### src/rtl/pin_matrix_pkg.sv
// Constants shared by the priority pin crossbar and its slot_pick helper
package pin_matrix_pkg;

    // Pin and function counts
    localparam int NUM_PINS   = 17;
    localparam int ROUTE_PINS = 16;
    localparam int NUM_FUNCS  = 15;
    localparam int ADR_W      = 8;

    // Fixed pins of the asynchronous serial port
    localparam int UART_TX_PIN = 4;
    localparam int UART_RX_PIN = 5;

    // Crossbar functions in priority order, after the serial port
    localparam int F_SCK  = 0;
    localparam int F_MISO = 1;
    localparam int F_MOSI = 2;
    localparam int F_SSEL = 3;
    localparam int F_SDA  = 4;
    localparam int F_SCL  = 5;
    localparam int F_CMP  = 6;
    localparam int F_CMPA = 7;
    localparam int F_SCLK = 8;
    localparam int F_CEX0 = 9;
    localparam int F_CEX1 = 10;
    localparam int F_CEX2 = 11;
    localparam int F_ECI  = 12;
    localparam int F_T0   = 13;
    localparam int F_T1   = 14;

    // Register byte offsets
    localparam logic [ADR_W-1:0] OFS_PORT0     = 8'h00;
    localparam logic [ADR_W-1:0] OFS_PORT1     = 8'h04;
    localparam logic [ADR_W-1:0] OFS_PORT2     = 8'h08;
    localparam logic [ADR_W-1:0] OFS_ROUTE_LO  = 8'h0C;
    localparam logic [ADR_W-1:0] OFS_ROUTE_HI  = 8'h10;
    localparam logic [ADR_W-1:0] OFS_KIND0     = 8'h14;
    localparam logic [ADR_W-1:0] OFS_KIND1     = 8'h18;
    localparam logic [ADR_W-1:0] OFS_KIND2     = 8'h1C;
    localparam logic [ADR_W-1:0] OFS_DRIVE0    = 8'h20;
    localparam logic [ADR_W-1:0] OFS_DRIVE1    = 8'h24;
    localparam logic [ADR_W-1:0] OFS_DRIVE2    = 8'h28;
    localparam logic [ADR_W-1:0] OFS_SKIP0     = 8'h2C;
    localparam logic [ADR_W-1:0] OFS_SKIP1     = 8'h30;
    localparam logic [ADR_W-1:0] OFS_SSEL_MODE = 8'h34;
    localparam logic [ADR_W-1:0] OFS_LATCH0    = 8'h38;
    localparam logic [ADR_W-1:0] OFS_LATCH1    = 8'h3C;
    localparam logic [ADR_W-1:0] OFS_LATCH2    = 8'h40;

    // Reset values
    localparam logic [16:0] RST_LATCH = 17'h1_FFFF;
    localparam logic [16:0] RST_KIND  = 17'h1_FFFF;
    localparam logic [16:0] RST_DRIVE = 17'h0_0000;
    localparam logic [15:0] RST_SKIP  = 16'h0000;
    localparam logic [7:0]  RST_ROUTE = 8'h00;
    localparam logic [1:0]  RST_SSM   = 2'h0;

    // Field positions in the route select registers
    localparam int LO_UART = 0;
    localparam int LO_SPI  = 1;
    localparam int LO_SMB  = 2;
    localparam int LO_SCLK = 3;
    localparam int LO_CMP  = 4;
    localparam int LO_CMPA = 5;
    localparam int HI_PCA0 = 0;
    localparam int HI_ECI  = 3;
    localparam int HI_T0   = 4;
    localparam int HI_T1   = 5;
    localparam int HI_XBAR = 6;
    localparam int HI_WPD  = 7;

    // Slave-select mode that leaves the select line off the pins
    localparam logic [1:0] SSM_THREE_WIRE = 2'h0;

endpackage

### src/rtl/priority_pin_crossbar.sv
// Priority pin crossbar with port registers on a classic Wishbone slave
// Contract
// RULE1: Seventeen pins: two bytes plus one pin
// RULE2: Only the two byte ports are routable
// RULE3: Port read returns pin level, any routing
// RULE4: Priority order, each gets lowest free pin
// RULE5: Serial transmit pin 4, receive pin 5
// RULE6: Skipped pins treated like taken pins
// RULE7: Two-wire bus and serial port claim two
// RULE8: Leftover pins stay general-purpose port pins
// RULE9: Select line gets a pin only 4-wire
// RULE10: Software skips pins used outside the crossbar
// RULE11: Software enables the matrix last
// RULE12: Analog pin: no pullup, driver, receiver
// RULE13: Input kind one is digital; reset digital
// RULE14: Drive type applies to routed pins too
// RULE15: Two-wire bus pins always open-drain
// RULE16: Pullups on open-drain unless globally disabled
// RULE17: Pullup off while pin drives low
// RULE18: Matrix disabled: inputs only, drivers off
// RULE19: Software skips analog input pins
// RULE20: Analog pins read zero, digital read level
// RULE21: Latch readback for read-modify-write
// RULE22: Routed pin from function, else latch
//
// Chosen here: the Wishbone slave port and the placing of the registers.
`timescale 1ns/1ps
`default_nettype none
module priority_pin_crossbar
    import pin_matrix_pkg::*;
(
    input  wire logic                 core_clk,
    input  wire logic                 rst_n,
    // Wishbone slave
    input  wire logic                 cyc_i,
    input  wire logic                 stb_i,
    input  wire logic                 we_i,
    input  wire logic [ADR_W-1:0]     adr_i,
    input  wire logic [3:0]           sel_i,
    input  wire logic [31:0]          dat_i,
    output logic      [31:0]          dat_o,
    output logic                      ack_o,
    // Pins
    input  wire logic [NUM_PINS-1:0]  pin_in,
    output logic      [NUM_PINS-1:0]  pin_out,
    output logic      [NUM_PINS-1:0]  pin_oe,
    output logic      [NUM_PINS-1:0]  pin_pull,
    output logic      [NUM_PINS-1:0]  pin_rx_en,
    // Peripheral side
    input  wire logic                 serial_transmit_out,
    output logic                      serial_receive_in,
    input  wire logic [NUM_FUNCS-1:0] func_val,
    input  wire logic [NUM_FUNCS-1:0] func_oe,
    output logic      [NUM_FUNCS-1:0] func_in,
    output logic      [NUM_FUNCS-1:0] func_routed
);

    ////////////////////////////////////////////////////////////////////////////////
    // Register state
    logic [NUM_PINS-1:0]   port_latch;
    logic [NUM_PINS-1:0]   pin_input_kind;
    logic [NUM_PINS-1:0]   pin_drive_type;
    logic [ROUTE_PINS-1:0] pin_skip_mask;
    logic [7:0]            route_select_low;
    logic [7:0]            route_select_high;
    logic [1:0]            slave_select_mode;
    logic [NUM_PINS-1:0]   next_port_latch;
    logic [NUM_PINS-1:0]   next_pin_input_kind;
    logic [NUM_PINS-1:0]   next_pin_drive_type;
    logic [ROUTE_PINS-1:0] next_pin_skip_mask;
    logic [7:0]            next_route_select_low;
    logic [7:0]            next_route_select_high;
    logic [1:0]            next_slave_select_mode;
    logic [31:0]           next_dat_o;
    logic                  next_ack_o;
    logic                  req;
    logic                  wr;
    logic [7:0]            wbyte;
    logic [NUM_PINS-1:0]   pin_read;

    logic matrix_enable;
    logic weak_pull_disable;
    assign matrix_enable     = route_select_high[HI_XBAR];
    assign weak_pull_disable = route_select_high[HI_WPD];

    // Port reads: analog pins read zero, digital pins read the pin itself
    assign pin_read = pin_in & pin_input_kind;                       // [RULE3] [RULE20]

    // Bus decode, register writes and read mux
    always_comb begin
        req                    = cyc_i & stb_i & ~ack_o;
        wr                     = req & we_i & sel_i[0];
        wbyte                  = dat_i[7:0];
        next_ack_o             = req;
        next_dat_o             = 32'h0000_0000;
        next_port_latch        = port_latch;
        next_pin_input_kind    = pin_input_kind;
        next_pin_drive_type    = pin_drive_type;
        next_pin_skip_mask     = pin_skip_mask;
        next_route_select_low  = route_select_low;
        next_route_select_high = route_select_high;
        next_slave_select_mode = slave_select_mode;
        if (wr) begin
            unique case (adr_i)
                OFS_PORT0, OFS_LATCH0: next_port_latch[7:0]   = wbyte;
                OFS_PORT1, OFS_LATCH1: next_port_latch[15:8]  = wbyte;
                OFS_PORT2, OFS_LATCH2: next_port_latch[16]    = wbyte[0];
                OFS_ROUTE_LO:  next_route_select_low  = {2'b00, wbyte[5:0]};
                OFS_ROUTE_HI:  next_route_select_high = {wbyte[7:3], 1'b0, wbyte[1:0]};
                OFS_KIND0:     next_pin_input_kind[7:0]  = wbyte;    // [RULE13]
                OFS_KIND1:     next_pin_input_kind[15:8] = wbyte;
                OFS_KIND2:     next_pin_input_kind[16]   = wbyte[0];
                OFS_DRIVE0:    next_pin_drive_type[7:0]  = wbyte;
                OFS_DRIVE1:    next_pin_drive_type[15:8] = wbyte;
                OFS_DRIVE2:    next_pin_drive_type[16]   = wbyte[0];
                OFS_SKIP0:     next_pin_skip_mask[7:0]   = wbyte;
                OFS_SKIP1:     next_pin_skip_mask[15:8]  = wbyte;
                OFS_SSEL_MODE: next_slave_select_mode    = wbyte[1:0];
                default: ;
            endcase
        end
        if (req && !we_i) begin
            unique case (adr_i)
                OFS_PORT0:     next_dat_o = {24'h00_0000, pin_read[7:0]};
                OFS_PORT1:     next_dat_o = {24'h00_0000, pin_read[15:8]};
                OFS_PORT2:     next_dat_o = {31'h0000_0000, pin_read[16]};
                OFS_LATCH0:    next_dat_o = {24'h00_0000, port_latch[7:0]};   // [RULE21]
                OFS_LATCH1:    next_dat_o = {24'h00_0000, port_latch[15:8]};  // [RULE21]
                OFS_LATCH2:    next_dat_o = {31'h0000_0000, port_latch[16]};  // [RULE21]
                OFS_ROUTE_LO:  next_dat_o = {24'h00_0000, route_select_low};
                OFS_ROUTE_HI:  next_dat_o = {24'h00_0000, route_select_high};
                OFS_KIND0:     next_dat_o = {24'h00_0000, pin_input_kind[7:0]};
                OFS_KIND1:     next_dat_o = {24'h00_0000, pin_input_kind[15:8]};
                OFS_KIND2:     next_dat_o = {31'h0000_0000, pin_input_kind[16]};
                OFS_DRIVE0:    next_dat_o = {24'h00_0000, pin_drive_type[7:0]};
                OFS_DRIVE1:    next_dat_o = {24'h00_0000, pin_drive_type[15:8]};
                OFS_DRIVE2:    next_dat_o = {31'h0000_0000, pin_drive_type[16]};
                OFS_SKIP0:     next_dat_o = {24'h00_0000, pin_skip_mask[7:0]};
                OFS_SKIP1:     next_dat_o = {24'h00_0000, pin_skip_mask[15:8]};
                OFS_SSEL_MODE: next_dat_o = {30'h0000_0000, slave_select_mode};
                default:       next_dat_o = 32'h0000_0000;
            endcase
        end
    end

    // Register bank; pins reset to digital inputs with latches high
    always_ff @(posedge core_clk or negedge rst_n) begin
        if (!rst_n) begin
            port_latch        <= RST_LATCH;
            pin_input_kind    <= RST_KIND;                           // [RULE13]
            pin_drive_type    <= RST_DRIVE;
            pin_skip_mask     <= RST_SKIP;
            route_select_low  <= RST_ROUTE;
            route_select_high <= RST_ROUTE;
            slave_select_mode <= RST_SSM;
            dat_o             <= 32'h0000_0000;
            ack_o             <= 1'b0;
        end else begin
            port_latch        <= next_port_latch;
            pin_input_kind    <= next_pin_input_kind;
            pin_drive_type    <= next_pin_drive_type;
            pin_skip_mask     <= next_pin_skip_mask;
            route_select_low  <= next_route_select_low;
            route_select_high <= next_route_select_high;
            slave_select_mode <= next_slave_select_mode;
            dat_o             <= next_dat_o;
            ack_o             <= next_ack_o;
        end
    end

    ////////////////////////////////////////////////////////////////////////////////
    // Priority allocation
    logic                  uart_en;
    logic [ROUTE_PINS-1:0] uart_mask;
    logic [NUM_FUNCS-1:0]  func_en;
    logic [ROUTE_PINS-1:0] taken [NUM_FUNCS+1];
    logic [ROUTE_PINS-1:0] grant [NUM_FUNCS];

    // Function enables in priority order
    always_comb begin
        uart_en                = route_select_low[LO_UART];
        uart_mask              = '0;
        uart_mask[UART_TX_PIN] = uart_en;                            // [RULE5] [RULE7]
        uart_mask[UART_RX_PIN] = uart_en;                            // [RULE7]
        func_en                = '0;
        func_en[F_SCK]  = route_select_low[LO_SPI];
        func_en[F_MISO] = route_select_low[LO_SPI];
        func_en[F_MOSI] = route_select_low[LO_SPI];
        func_en[F_SSEL] = route_select_low[LO_SPI]
                          & (slave_select_mode != SSM_THREE_WIRE);   // [RULE9]
        func_en[F_SDA]  = route_select_low[LO_SMB];                  // [RULE7]
        func_en[F_SCL]  = route_select_low[LO_SMB];                  // [RULE7]
        func_en[F_CMP]  = route_select_low[LO_CMP];
        func_en[F_CMPA] = route_select_low[LO_CMPA];
        func_en[F_SCLK] = route_select_low[LO_SCLK];
        func_en[F_CEX0] = route_select_high[HI_PCA0+1:HI_PCA0] != 2'h0;
        func_en[F_CEX1] = route_select_high[HI_PCA0+1];
        func_en[F_CEX2] = route_select_high[HI_PCA0+1:HI_PCA0] == 2'h3;
        func_en[F_ECI]  = route_select_high[HI_ECI];
        func_en[F_T0]   = route_select_high[HI_T0];
        func_en[F_T1]   = route_select_high[HI_T1];
    end

    // Skipped pins start out taken, the serial port pins too
    assign taken[0] = pin_skip_mask | uart_mask;                     // [RULE6] [RULE5]

    // Chain of pickers, one per function in priority order
    for (genvar k = 0; k < NUM_FUNCS; k++) begin : g_pick
        slot_pick u_pick (                                           // [RULE4] [RULE6]
            .taken_in  (taken[k]),
            .want      (func_en[k]),
            .grant     (grant[k]),
            .taken_out (taken[k+1])
        );
    end

    ////////////////////////////////////////////////////////////////////////////////
    // Pin steering
    logic [NUM_PINS-1:0]  routed;
    logic [NUM_PINS-1:0]  route_val;
    logic [NUM_PINS-1:0]  route_oe;
    logic [NUM_PINS-1:0]  od_force;
    logic [NUM_PINS-1:0]  next_pin_out;
    logic [NUM_PINS-1:0]  next_pin_oe;
    logic [NUM_PINS-1:0]  next_pin_pull;
    logic [NUM_PINS-1:0]  next_pin_rx_en;
    logic [NUM_FUNCS-1:0] next_func_in;
    logic [NUM_FUNCS-1:0] next_func_routed;
    logic                 next_serial_receive_in;
    logic [NUM_PINS-1:0]  live_in;

    // Owner of each pin; the single-bit port is never routed
    always_comb begin
        routed    = '0;                                              // [RULE2]
        route_val = '0;
        route_oe  = '0;
        od_force  = '0;
        live_in   = pin_in & pin_input_kind & {NUM_PINS{matrix_enable}};
        for (int k = 0; k < NUM_FUNCS; k++) begin
            routed[ROUTE_PINS-1:0]    = routed[ROUTE_PINS-1:0] | grant[k];
            route_val[ROUTE_PINS-1:0] = route_val[ROUTE_PINS-1:0]
                                        | (grant[k] & {ROUTE_PINS{func_val[k]}});
            route_oe[ROUTE_PINS-1:0]  = route_oe[ROUTE_PINS-1:0]
                                        | (grant[k] & {ROUTE_PINS{func_oe[k]}});
        end
        od_force[ROUTE_PINS-1:0] = grant[F_SDA] | grant[F_SCL];      // [RULE15]
        if (uart_en) begin
            routed[UART_TX_PIN]    = 1'b1;                           // [RULE5]
            route_val[UART_TX_PIN] = serial_transmit_out;
            route_oe[UART_TX_PIN]  = 1'b1;
            routed[UART_RX_PIN]    = 1'b1;
            route_oe[UART_RX_PIN]  = 1'b0;
        end
        next_serial_receive_in = uart_en ? live_in[UART_RX_PIN] : 1'b1;
        for (int k = 0; k < NUM_FUNCS; k++) begin
            next_func_routed[k] = matrix_enable & (grant[k] != '0);
            next_func_in[k]     = |(grant[k] & live_in[ROUTE_PINS-1:0]);
        end
    end

    // One cell per pin; unrouted pins follow the latch
    for (genvar p = 0; p < NUM_PINS; p++) begin : g_cell
        pin_cell u_cell (                                            // [RULE1] [RULE8]
            .latch_bit         (port_latch[p]),
            .routed            (routed[p]),
            .func_val          (route_val[p]),
            .func_oe           (route_oe[p]),
            .force_od          (od_force[p]),
            .digital           (pin_input_kind[p]),
            .push_pull         (pin_drive_type[p]),
            .matrix_enable     (matrix_enable),
            .weak_pull_disable (weak_pull_disable),
            .next_out          (next_pin_out[p]),
            .next_oe           (next_pin_oe[p]),
            .next_pull         (next_pin_pull[p]),
            .next_rx           (next_pin_rx_en[p])
        );
    end

    // Registered pin and peripheral outputs
    always_ff @(posedge core_clk or negedge rst_n) begin
        if (!rst_n) begin
            pin_out           <= '0;
            pin_oe            <= '0;
            pin_pull          <= '0;
            pin_rx_en         <= '1;
            func_in           <= '0;
            func_routed       <= '0;
            serial_receive_in <= 1'b1;
        end else begin
            pin_out           <= next_pin_out;
            pin_oe            <= next_pin_oe;                        // [RULE18]
            pin_pull          <= next_pin_pull;
            pin_rx_en         <= next_pin_rx_en;
            func_in           <= next_func_in;
            func_routed       <= next_func_routed;
            serial_receive_in <= next_serial_receive_in;
        end
    end
endmodule // priority_pin_crossbar
`default_nettype wire

### src/rtl/slot_pick.sv
// Grants the lowest free routable pin to one crossbar function
`timescale 1ns/1ps
`default_nettype none
module slot_pick
    import pin_matrix_pkg::*;
(
    input  wire logic [ROUTE_PINS-1:0] taken_in,
    input  wire logic                  want,
    output logic      [ROUTE_PINS-1:0] grant,
    output logic      [ROUTE_PINS-1:0] taken_out
);
    logic [ROUTE_PINS-1:0] free;

    // Lowest set bit of the free mask; nothing when all pins are gone
    always_comb begin
        free      = ~taken_in;
        grant     = want ? (free & (~free + 16'h0001)) : '0;
        taken_out = taken_in | grant;
    end
endmodule // slot_pick
`default_nettype wire

### src/rtl/pin_cell.sv
// Driver, pullup and receiver decision for one port pin
`timescale 1ns/1ps
`default_nettype none
module pin_cell (
    input  wire logic latch_bit,
    input  wire logic routed,
    input  wire logic func_val,
    input  wire logic func_oe,
    input  wire logic force_od,
    input  wire logic digital,
    input  wire logic push_pull,
    input  wire logic matrix_enable,
    input  wire logic weak_pull_disable,
    output logic      next_out,
    output logic      next_oe,
    output logic      next_pull,
    output logic      next_rx
);
    logic val;
    logic want;
    logic open_drain;

    // Source select, drive type and gating
    always_comb begin
        val        = routed ? func_val : latch_bit;          // [RULE22]
        want       = routed ? func_oe : 1'b1;
        open_drain = force_od | ~push_pull;                  // [RULE14] [RULE15]
        next_out   = 1'b0;
        next_oe    = 1'b0;
        if (matrix_enable && digital) begin                  // [RULE18] [RULE12]
            if (open_drain) begin
                next_oe = want & ~val;
            end else begin
                next_out = val;
                next_oe  = want;
            end
        end
        // Pullup on open-drain digital pins unless weak_pull_disable is set, off while pulling low
        next_pull = digital & open_drain & ~weak_pull_disable
                    & ~(next_oe & ~next_out);                // [RULE16] [RULE17] [RULE12]
        next_rx   = digital;                                 // [RULE12]
    end
endmodule // pin_cell
`default_nettype wire

### config.mk
export PLATFORM = sky130hd
export DESIGN_NAME = priority_pin_crossbar
export DESIGN_NICKNAME = d
export VERILOG_FILES = /design/src/rtl/pin_matrix_pkg.sv /design/src/rtl/priority_pin_crossbar.sv /design/src/rtl/slot_pick.sv /design/src/rtl/pin_cell.sv
export SDC_FILE = /design/constraint.sdc
export NUM_CORES = 1
export LEC_CHECK = 0
export ABC_AREA = 1
export CELL_PAD_IN_SITES_DETAIL_PLACEMENT = 1
export CELL_PAD_IN_SITES_GLOBAL_PLACEMENT = 1
export CORE_MARGIN = 10
export CORE_UTILIZATION = 35
export DETAILED_ROUTE_END_ITERATION = 12
export DONT_BUFFER_PORTS = 1
export GPL_TIMING_DRIVEN = 0
export HOLD_SLACK_MARGIN = 0.03
export PLACE_DENSITY_LB_ADDON = 0.1
export SLEW_MARGIN = 20
export SYNTH_ARGS = -nofsm -noshare
export SYNTH_HDL_FRONTEND = slang
export SYNTH_SLANG_ARGS = --single-unit
### constraint.sdc
create_clock -name core_clk -period 5.5 [get_ports core_clk]
set_input_delay 0.275 -clock core_clk [delete_from_list [all_inputs] [get_ports core_clk]]
set_output_delay 0.275 -clock core_clk [all_outputs]
set_load 0.1 [all_outputs]
==> results of run 1 <==
layout by cell type (no fill, tap or decap), types with 24 or more instances in the layout:
cell type / count
nand2_1: 584
inv_1: 430
nor2_1: 372
o21ai_0: 143
nand3_1: 142
dfrtp_1: 134
a21oi_1: 82
nand2_2: 80
nor3_1: 74
nor2_2: 68
nor2_4: 67
buf_4: 63
o22ai_1: 59
a221oi_1: 54
dfstp_2: 52
nor4_1: 50
nand4_1: 47
o221ai_1: 46
nand3_2: 41
clkbuf_1: 39
inv_2: 37
o2111ai_1: 37
o211ai_1: 27
conb_1: 24
registers in the layout (all words and copies together), names as in the netlist, 15 cells and up:
name	count
pin_oe	17
func_in	15
pin_skip_mask	16
pin_input_kind	17
pin_rx_en	17
port_latch	17
func_routed	15
pin_drive_type	17
pin_pull	17
pin_out	17
cell families (layout without fill, tap and decap cells):
logic type | count (synthesis) | count (layout)
other | 1 | 26
AO/OA/AOI/OAI | 559 | 559
buffers and inverters | 571 | 647
flip-flops | 190 | 190
AND/OR/NAND/NOR | 1598 | 1600
layout make-up:
type / count / share of cell area (%)
multi-input cells: 2183 / 57.7
flip-flops and latches: 190 / 22.6
inverters: 490 / 8.71
well taps: 680 / 3.99
plain buffers: 81 / 2.13
clock buffers: 17 / 2.00
repair buffers: 44 / 1.93
clock inverters: 15 / 0.922
diodes: 2 / 0.0235
worst max-delay path: cells and delay by family (launching register included):
| kind | cells | cell delay [ns] |
|---|---|---|
| AOI/OAI and AO/OA | 2 | 0.42 |
| DFF | 1 | 0.48 |
| and+or+nand+nor | 29 | 4.23 |
layer usage:
| metal | GRT usage [%] | wire length (um) | part of all wire (%) | vias to the layer above |
|---|---|---|---|---|
| li1 | - | - | - | 10018 |
| met1 | 40.9 | 44600 | 42 | 11077 |
| met2 | 52.8 | 49200 | 46 | 943 |
| met3 | 7.06 | 8230 | 7.7 | 192 |
| met4 | 15.8 | 5270 | 4.9 | 4 |
| met5 | 0 | 16 | 0.015 | - |
metrics by stage:
| step | cell area (sq um) | utilization [%] | instances | setup slack, ns | hold WS [ns] |
|---|---|---|---|---|---|
| after detailed placement | 19300 | 37.3 | 3622 | -0.395 | -0.0139 |
| final | 21300 | 41.3 | 3702 | 0.161 | 0.0816 |
| after floorplan | 18400 | - | 2942 | 1.24 | -0.0206 |
| after global placement | 19300 | 37.3 | 3622 | -0.199 | -0.0127 |
| after global routing | 21300 | 41.3 | 3700 | -0.126 | 0.0548 |
| after CTS | 20000 | 38.8 | 3662 | 0.0182 | 0.0344 |
cell usage after synthesis (52+ instances only):
master | number | share of area, %
nand3_1 | 169 | 4.6
inv_1 | 433 | 8.9
o22ai_1 | 59 | 2.0
a21oi_1 | 88 | 2.4
dfrtp_1 | 138 | 19
nor2_2 | 62 | 2.1
o21ai_0 | 145 | 4.0
nor2_1 | 424 | 8.7
nand2_1 | 626 | 13
nor3_1 | 79 | 2.2
nor4_1 | 55 | 1.9
a221oi_1 | 54 | 2.6
dfstp_2 | 52 | 7.5
power by group:
part | switching, uW | leakage (uW) | internal [uW]
clock network | 764 | 0.000302 | 632
registers | 31.1 | 0.00246 | 1410
logic | 273 | 0.00719 | 49.6
final timing paths:
check | startpoint | endpoint | slack (ns) | depth (start not counted)
max | pin_skip_mask[2] | func_in[10] | 0.16 | 31
min | pin_in[5] | dat_o[5] | 0.08 | 2
max reg2reg | pin_skip_mask[2] | func_in[10] | 0.16 | 31
min reg2reg | pin_input_kind[5] | pin_rx_en[5] | 0.43 | 0
max in group asynchronous | rst_n | pin_oe[14] | 4.10 | 3
min in group asynchronous | rst_n | func_in[9] | 0.31 | 2
timing repair:
item,4_1_cts,5_1_grt
cloned,0,2
pin swaps,0,37
resized for setup,15,228
hold buffers,7,0
setup endpoints to repair,17,38
setup buffers,1,35
hold endpoints to repair,194,0
==> summary.txt, run 1 <==
PwrDens -> 148 nW/um^2
CP peak stage delay -> 0.48 ns
detailed-route via count -> 22.2k
Slew HR -> 23.8%
Seq/Total Area, Yosys -> 26.3%
Lkg Pwr -> 0.00995 uW
GPL Wtd Cong -> 0.988
Post-Synthesis Cells -> 2919
final net count -> 3104
initial antenna violation count -> 4
clk buf depth -> 2
H-tree depth -> 4
largest net degree at the start of global routing -> 191
port bufs -> 0
# rows -> 83
setup TNS -> 0 ns
final slew viol count -> 0
dpl hpwl -> 88700 um
required time of the critical path -> 5.81 ns
DRT iter0 DRCs -> 2125
final number of setup-violating endpoints -> 0
Worst path slowest cell -> dfrtp_2
register area -> 4820 sq um
Avg WL per Cell -> 29.0 um
Post-synth ARST share -> 100%
synthesized area per cell -> 6.28 sq um
CP Max Fanout -> 7
DRT Wirelength -> 107000 um
Clock Skews -> 0.0195 ns
Top FF cell, synth -> dfrtp_1
Hold Fails Final Rpt -> 0
simple-gate share of the synthesized area -> 40.7%
Filler Cell Count -> 6804
layout cells sized above 1 -> 18.1%
Setup CP Type -> flop to flop
clk root buf -> clkbuf_16
Die ar. -> 61900 sq um
Final Total Pwr -> 3160 uW
unrepaired setup endpoints after global routing -> true
first-pass GRT wire length -> 150000 um
Max-Cap Viols -> 0
Worst-Skew Late Latency -> 0.52 ns
Layout area overhead -> 16.2%
synthesized area -> 18300 sq um
mux cell area share after synthesis -> 0%
TritonCTS clock tree -> done
# IOs -> 229
GRT overflow -> 0
post-synthesis adder-cell area fraction -> 0%
Synth Area in Compound Gates -> 20.6%
core area -> 51600 sq um
initial core utilization -> 35.5%
Yosys Warn Count -> 0
Seq cells post-synth -> 190
crit path DAT -> 5.65 ns
vias in the first global route -> 22.1k
XOR/XNOR Fraction of Synth Area -> 0%
largest family of logic cells by synthesized area -> simple AND/OR/NAND/NOR gates
number of remaining DRC errors -> 0
Die Y-Extent -> 249 um
achievable frequency -> 187 MHz
Die W -> 249 um
Slew @ Worst Pin -> 1.14 ns
Tmin final -> 5.34 ns
peak supply drop -> 0.000235 V
Cell variety after synth -> 67
Initial DRT Pass Iterations -> 5
crit end category -> flop
Via-to-Cell Ratio -> 6.01
crit start category -> flop
sinks on the clock net -> 190
Worst-path clk slew -> 0.09 ns
GRT Util Overall -> 32.8%
area occupied by multi-input gates -> 12300 sq um
CTS buffer count -> 17
Routed Antenna Nets -> 0
status -> complete, no violations
HP Class -> primary input to flop
ratio of final minimum period to clock period -> 97.1%
EDFF count, synth -> 0
(Power assumes the default switching activity.)
==> run 2, diff against run 1 <==
--- a/config.mk
+++ b/config.mk
@@ -10,6 +10,7 @@
 export CELL_PAD_IN_SITES_GLOBAL_PLACEMENT = 1
 export CORE_MARGIN = 10
 export CORE_UTILIZATION = 35
+export CTS_BUF_LIST = sky130_fd_sc_hd__clkbuf_8
 export DETAILED_ROUTE_END_ITERATION = 12
 export DONT_BUFFER_PORTS = 1
 export GPL_TIMING_DRIVEN = 0
==> summary.txt, run 2 (synthesis gave the netlist of run 1 again) <==
final worst setup slack -> 0.175 ns
achievable frequency -> 188 MHz
crit path DAT -> 5.70 ns
TritonCTS clock tree -> done
Slew @ Worst Pin -> 1.13 ns
Worst-path clk slew -> 0.12 ns
peak supply drop -> 0.000219 V
Seq pwr share -> 50.6%
Max-Cap Viols -> 0
clock power share -> 38.0%
Avg WL per Cell -> 28.9 um
Gate power share -> 11.4%
largest net degree at the start of global routing -> 191
Layout area overhead -> 15.2%
Clock Skews -> 0.0318 ns
final net count -> 3107
final number of setup-violating endpoints -> 0
ratio of final minimum period to clock period -> 96.8%
sinks on the clock net -> 190
clk buf depth -> 2
Die Y-Extent -> 249 um
dpl hpwl -> 88700 um
Filler Cell Count -> 6810
DRT iter0 DRCs -> 1899
final slew viol count -> 0
H-tree depth -> 4
core area -> 51600 sq um
Initial DRT Pass Iterations -> 7
most frequent cells in the layout -> 583 x nand2_1, 431 x inv_1, 367 x nor2_1
Final Total Pwr -> 2850 uW
port bufs -> 0
status -> complete, no violations
GRT overflow -> 0
CTS buffer count -> 17
unrepaired setup endpoints after global routing -> true
Die ar. -> 61900 sq um
Routed Antenna Nets -> 0
GPL Wtd Cong -> 0.988
Setup CP Type -> flop to flop
Slew HR -> 24.4%
Worst-Skew Late Latency -> 0.61 ns
# IOs -> 229
layout cells sized above 1 -> 18.4%
GRT Util Overall -> 32.8%
P_sw -> 1020 uW
required time of the critical path -> 5.87 ns
initial core utilization -> 35.5%
crit start category -> flop
Int Power -> 1820 uW
HP Class -> primary input to flop
Die W -> 249 um
vias in the first global route -> 22.1k
r2r setup slk -> 0.18 ns
CP peak stage delay -> 0.47 ns
detailed-route via count -> 22.1k
# rows -> 83
initial antenna violation count -> 2
DRT Wirelength -> 107000 um
Tmin final -> 5.32 ns
Worst path slowest cell -> dfrtp_2
CP Max Fanout -> 7
Hold Fails Final Rpt -> 0
switching part of the total -> 36.0%
PwrDens -> 135 nW/um^2
final core utilization -> 40.9%
first-pass GRT wire length -> 150000 um
Via-to-Cell Ratio -> 5.98
number of remaining DRC errors -> 0
clk root buf -> clkbuf_8
Hold WS -> 0.0994 ns
Setup WS pre-CTS -> -0.395 ns
crit end category -> flop
Lkg Pwr -> 0.00986 uW
commonest non-fill, non-tap cell in the layout -> nand2_1
## run 2: changes by cell type in the layout (fill, tap and decap cells not counted), moves of 2 or more
cell | before | now
nand3_2 | 41 | 44
a21oi_2 | 10 | 13
nand3_1 | 142 | 140
nor2_4 | 67 | 63
nand2_2 | 80 | 83
clkbuf_16 | 17 | 0
nor2_1 | 372 | 367
clkbuf_8 | 0 | 17
dlygate4sd3_1 | 6 | 10
a21oi_1 | 82 | 80
nor2_2 | 68 | 76
## run 2: worst paths after layout
path | startpoint | endpoint | cells after the start
min in group asynchronous | rst_n | func_routed[0] | 2
max in group asynchronous | rst_n | pin_oe[15] | 3
worst min register to register | pin_input_kind[5] | pin_rx_en[5] | 0
worst max-delay path | pin_skip_mask[2] | func_in[8] | 31
worst max register to register | pin_skip_mask[2] | func_in[8] | 31
worst min-delay path | func_oe[14] | pin_oe[6] | 3
## run 2: stage by stage
step	TNS [ns]	std cells	cell area [sq um]
CTS	-0.00191	3666	19900
floorplan	0	2942	18400
finish	0	3704	21100
global placement	-0.597	3622	19300
detailed placement	-2.12	3622	19300
global route	-0.750	3704	21100
## run 2: cell type report
class	instances	area, sq um	share of cell area [%]
inverters	490	1860	8.78
multi-input cells	2182	12300	58.1
diodes	1	2.50	0.0118
well taps	680	851	4.03
repair buffers	49	443	2.10
clock inverters	15	196	0.930
clock buffers	17	234	1.11
flip-flops and latches	190	4820	22.8
plain buffers	80	450	2.13
## run 2: layer usage
metal | vias up | GRT usage [%] | wire (um) | share of wire [%]
met2 | 942 | 52.7 | 49000 | 46
li1 | 10016 | - | - | -
met3 | 203 | 6.96 | 7930 | 7.4
met1 | 10976 | 40.8 | 44800 | 42
met5 | - | 0 | 0 | 0
met4 | 0 | 16.2 | 5410 | 5.0
## run 2: power by group through the flow
| stage | clock, uW | sequential, uW | combinational [uW] |
|---|---|---|---|
| global placement | 0 | 1460 | 269 |
| CTS | 1120 | 1440 | 308 |
| floorplan | 0 | 1460 | 180 |
| detailed placement | 0 | 1460 | 269 |
| finish | 1080 | 1440 | 326 |
| global route | 1170 | 1440 | 341 |
## run 2: repair_timing
| action | in CTS | in global routing |
|---|---|---|
| pin swaps | 0 | 38 |
| gates cloned | 0 | 1 |
| hold endpoints to repair | 203 | 0 |
| setup endpoints to repair | 17 | 38 |
| buffers inserted | 1 | 36 |
| resized for setup | 13 | 232 |
| hold buffers | 11 | 0 |
## run 2: critical path, delay by kind of cell, from the launching register on
family	cells	cell delay, ns
simple gates	26	3.35
compound gates	4	1.16
flops	1	0.47
buf+inv	1	0.08
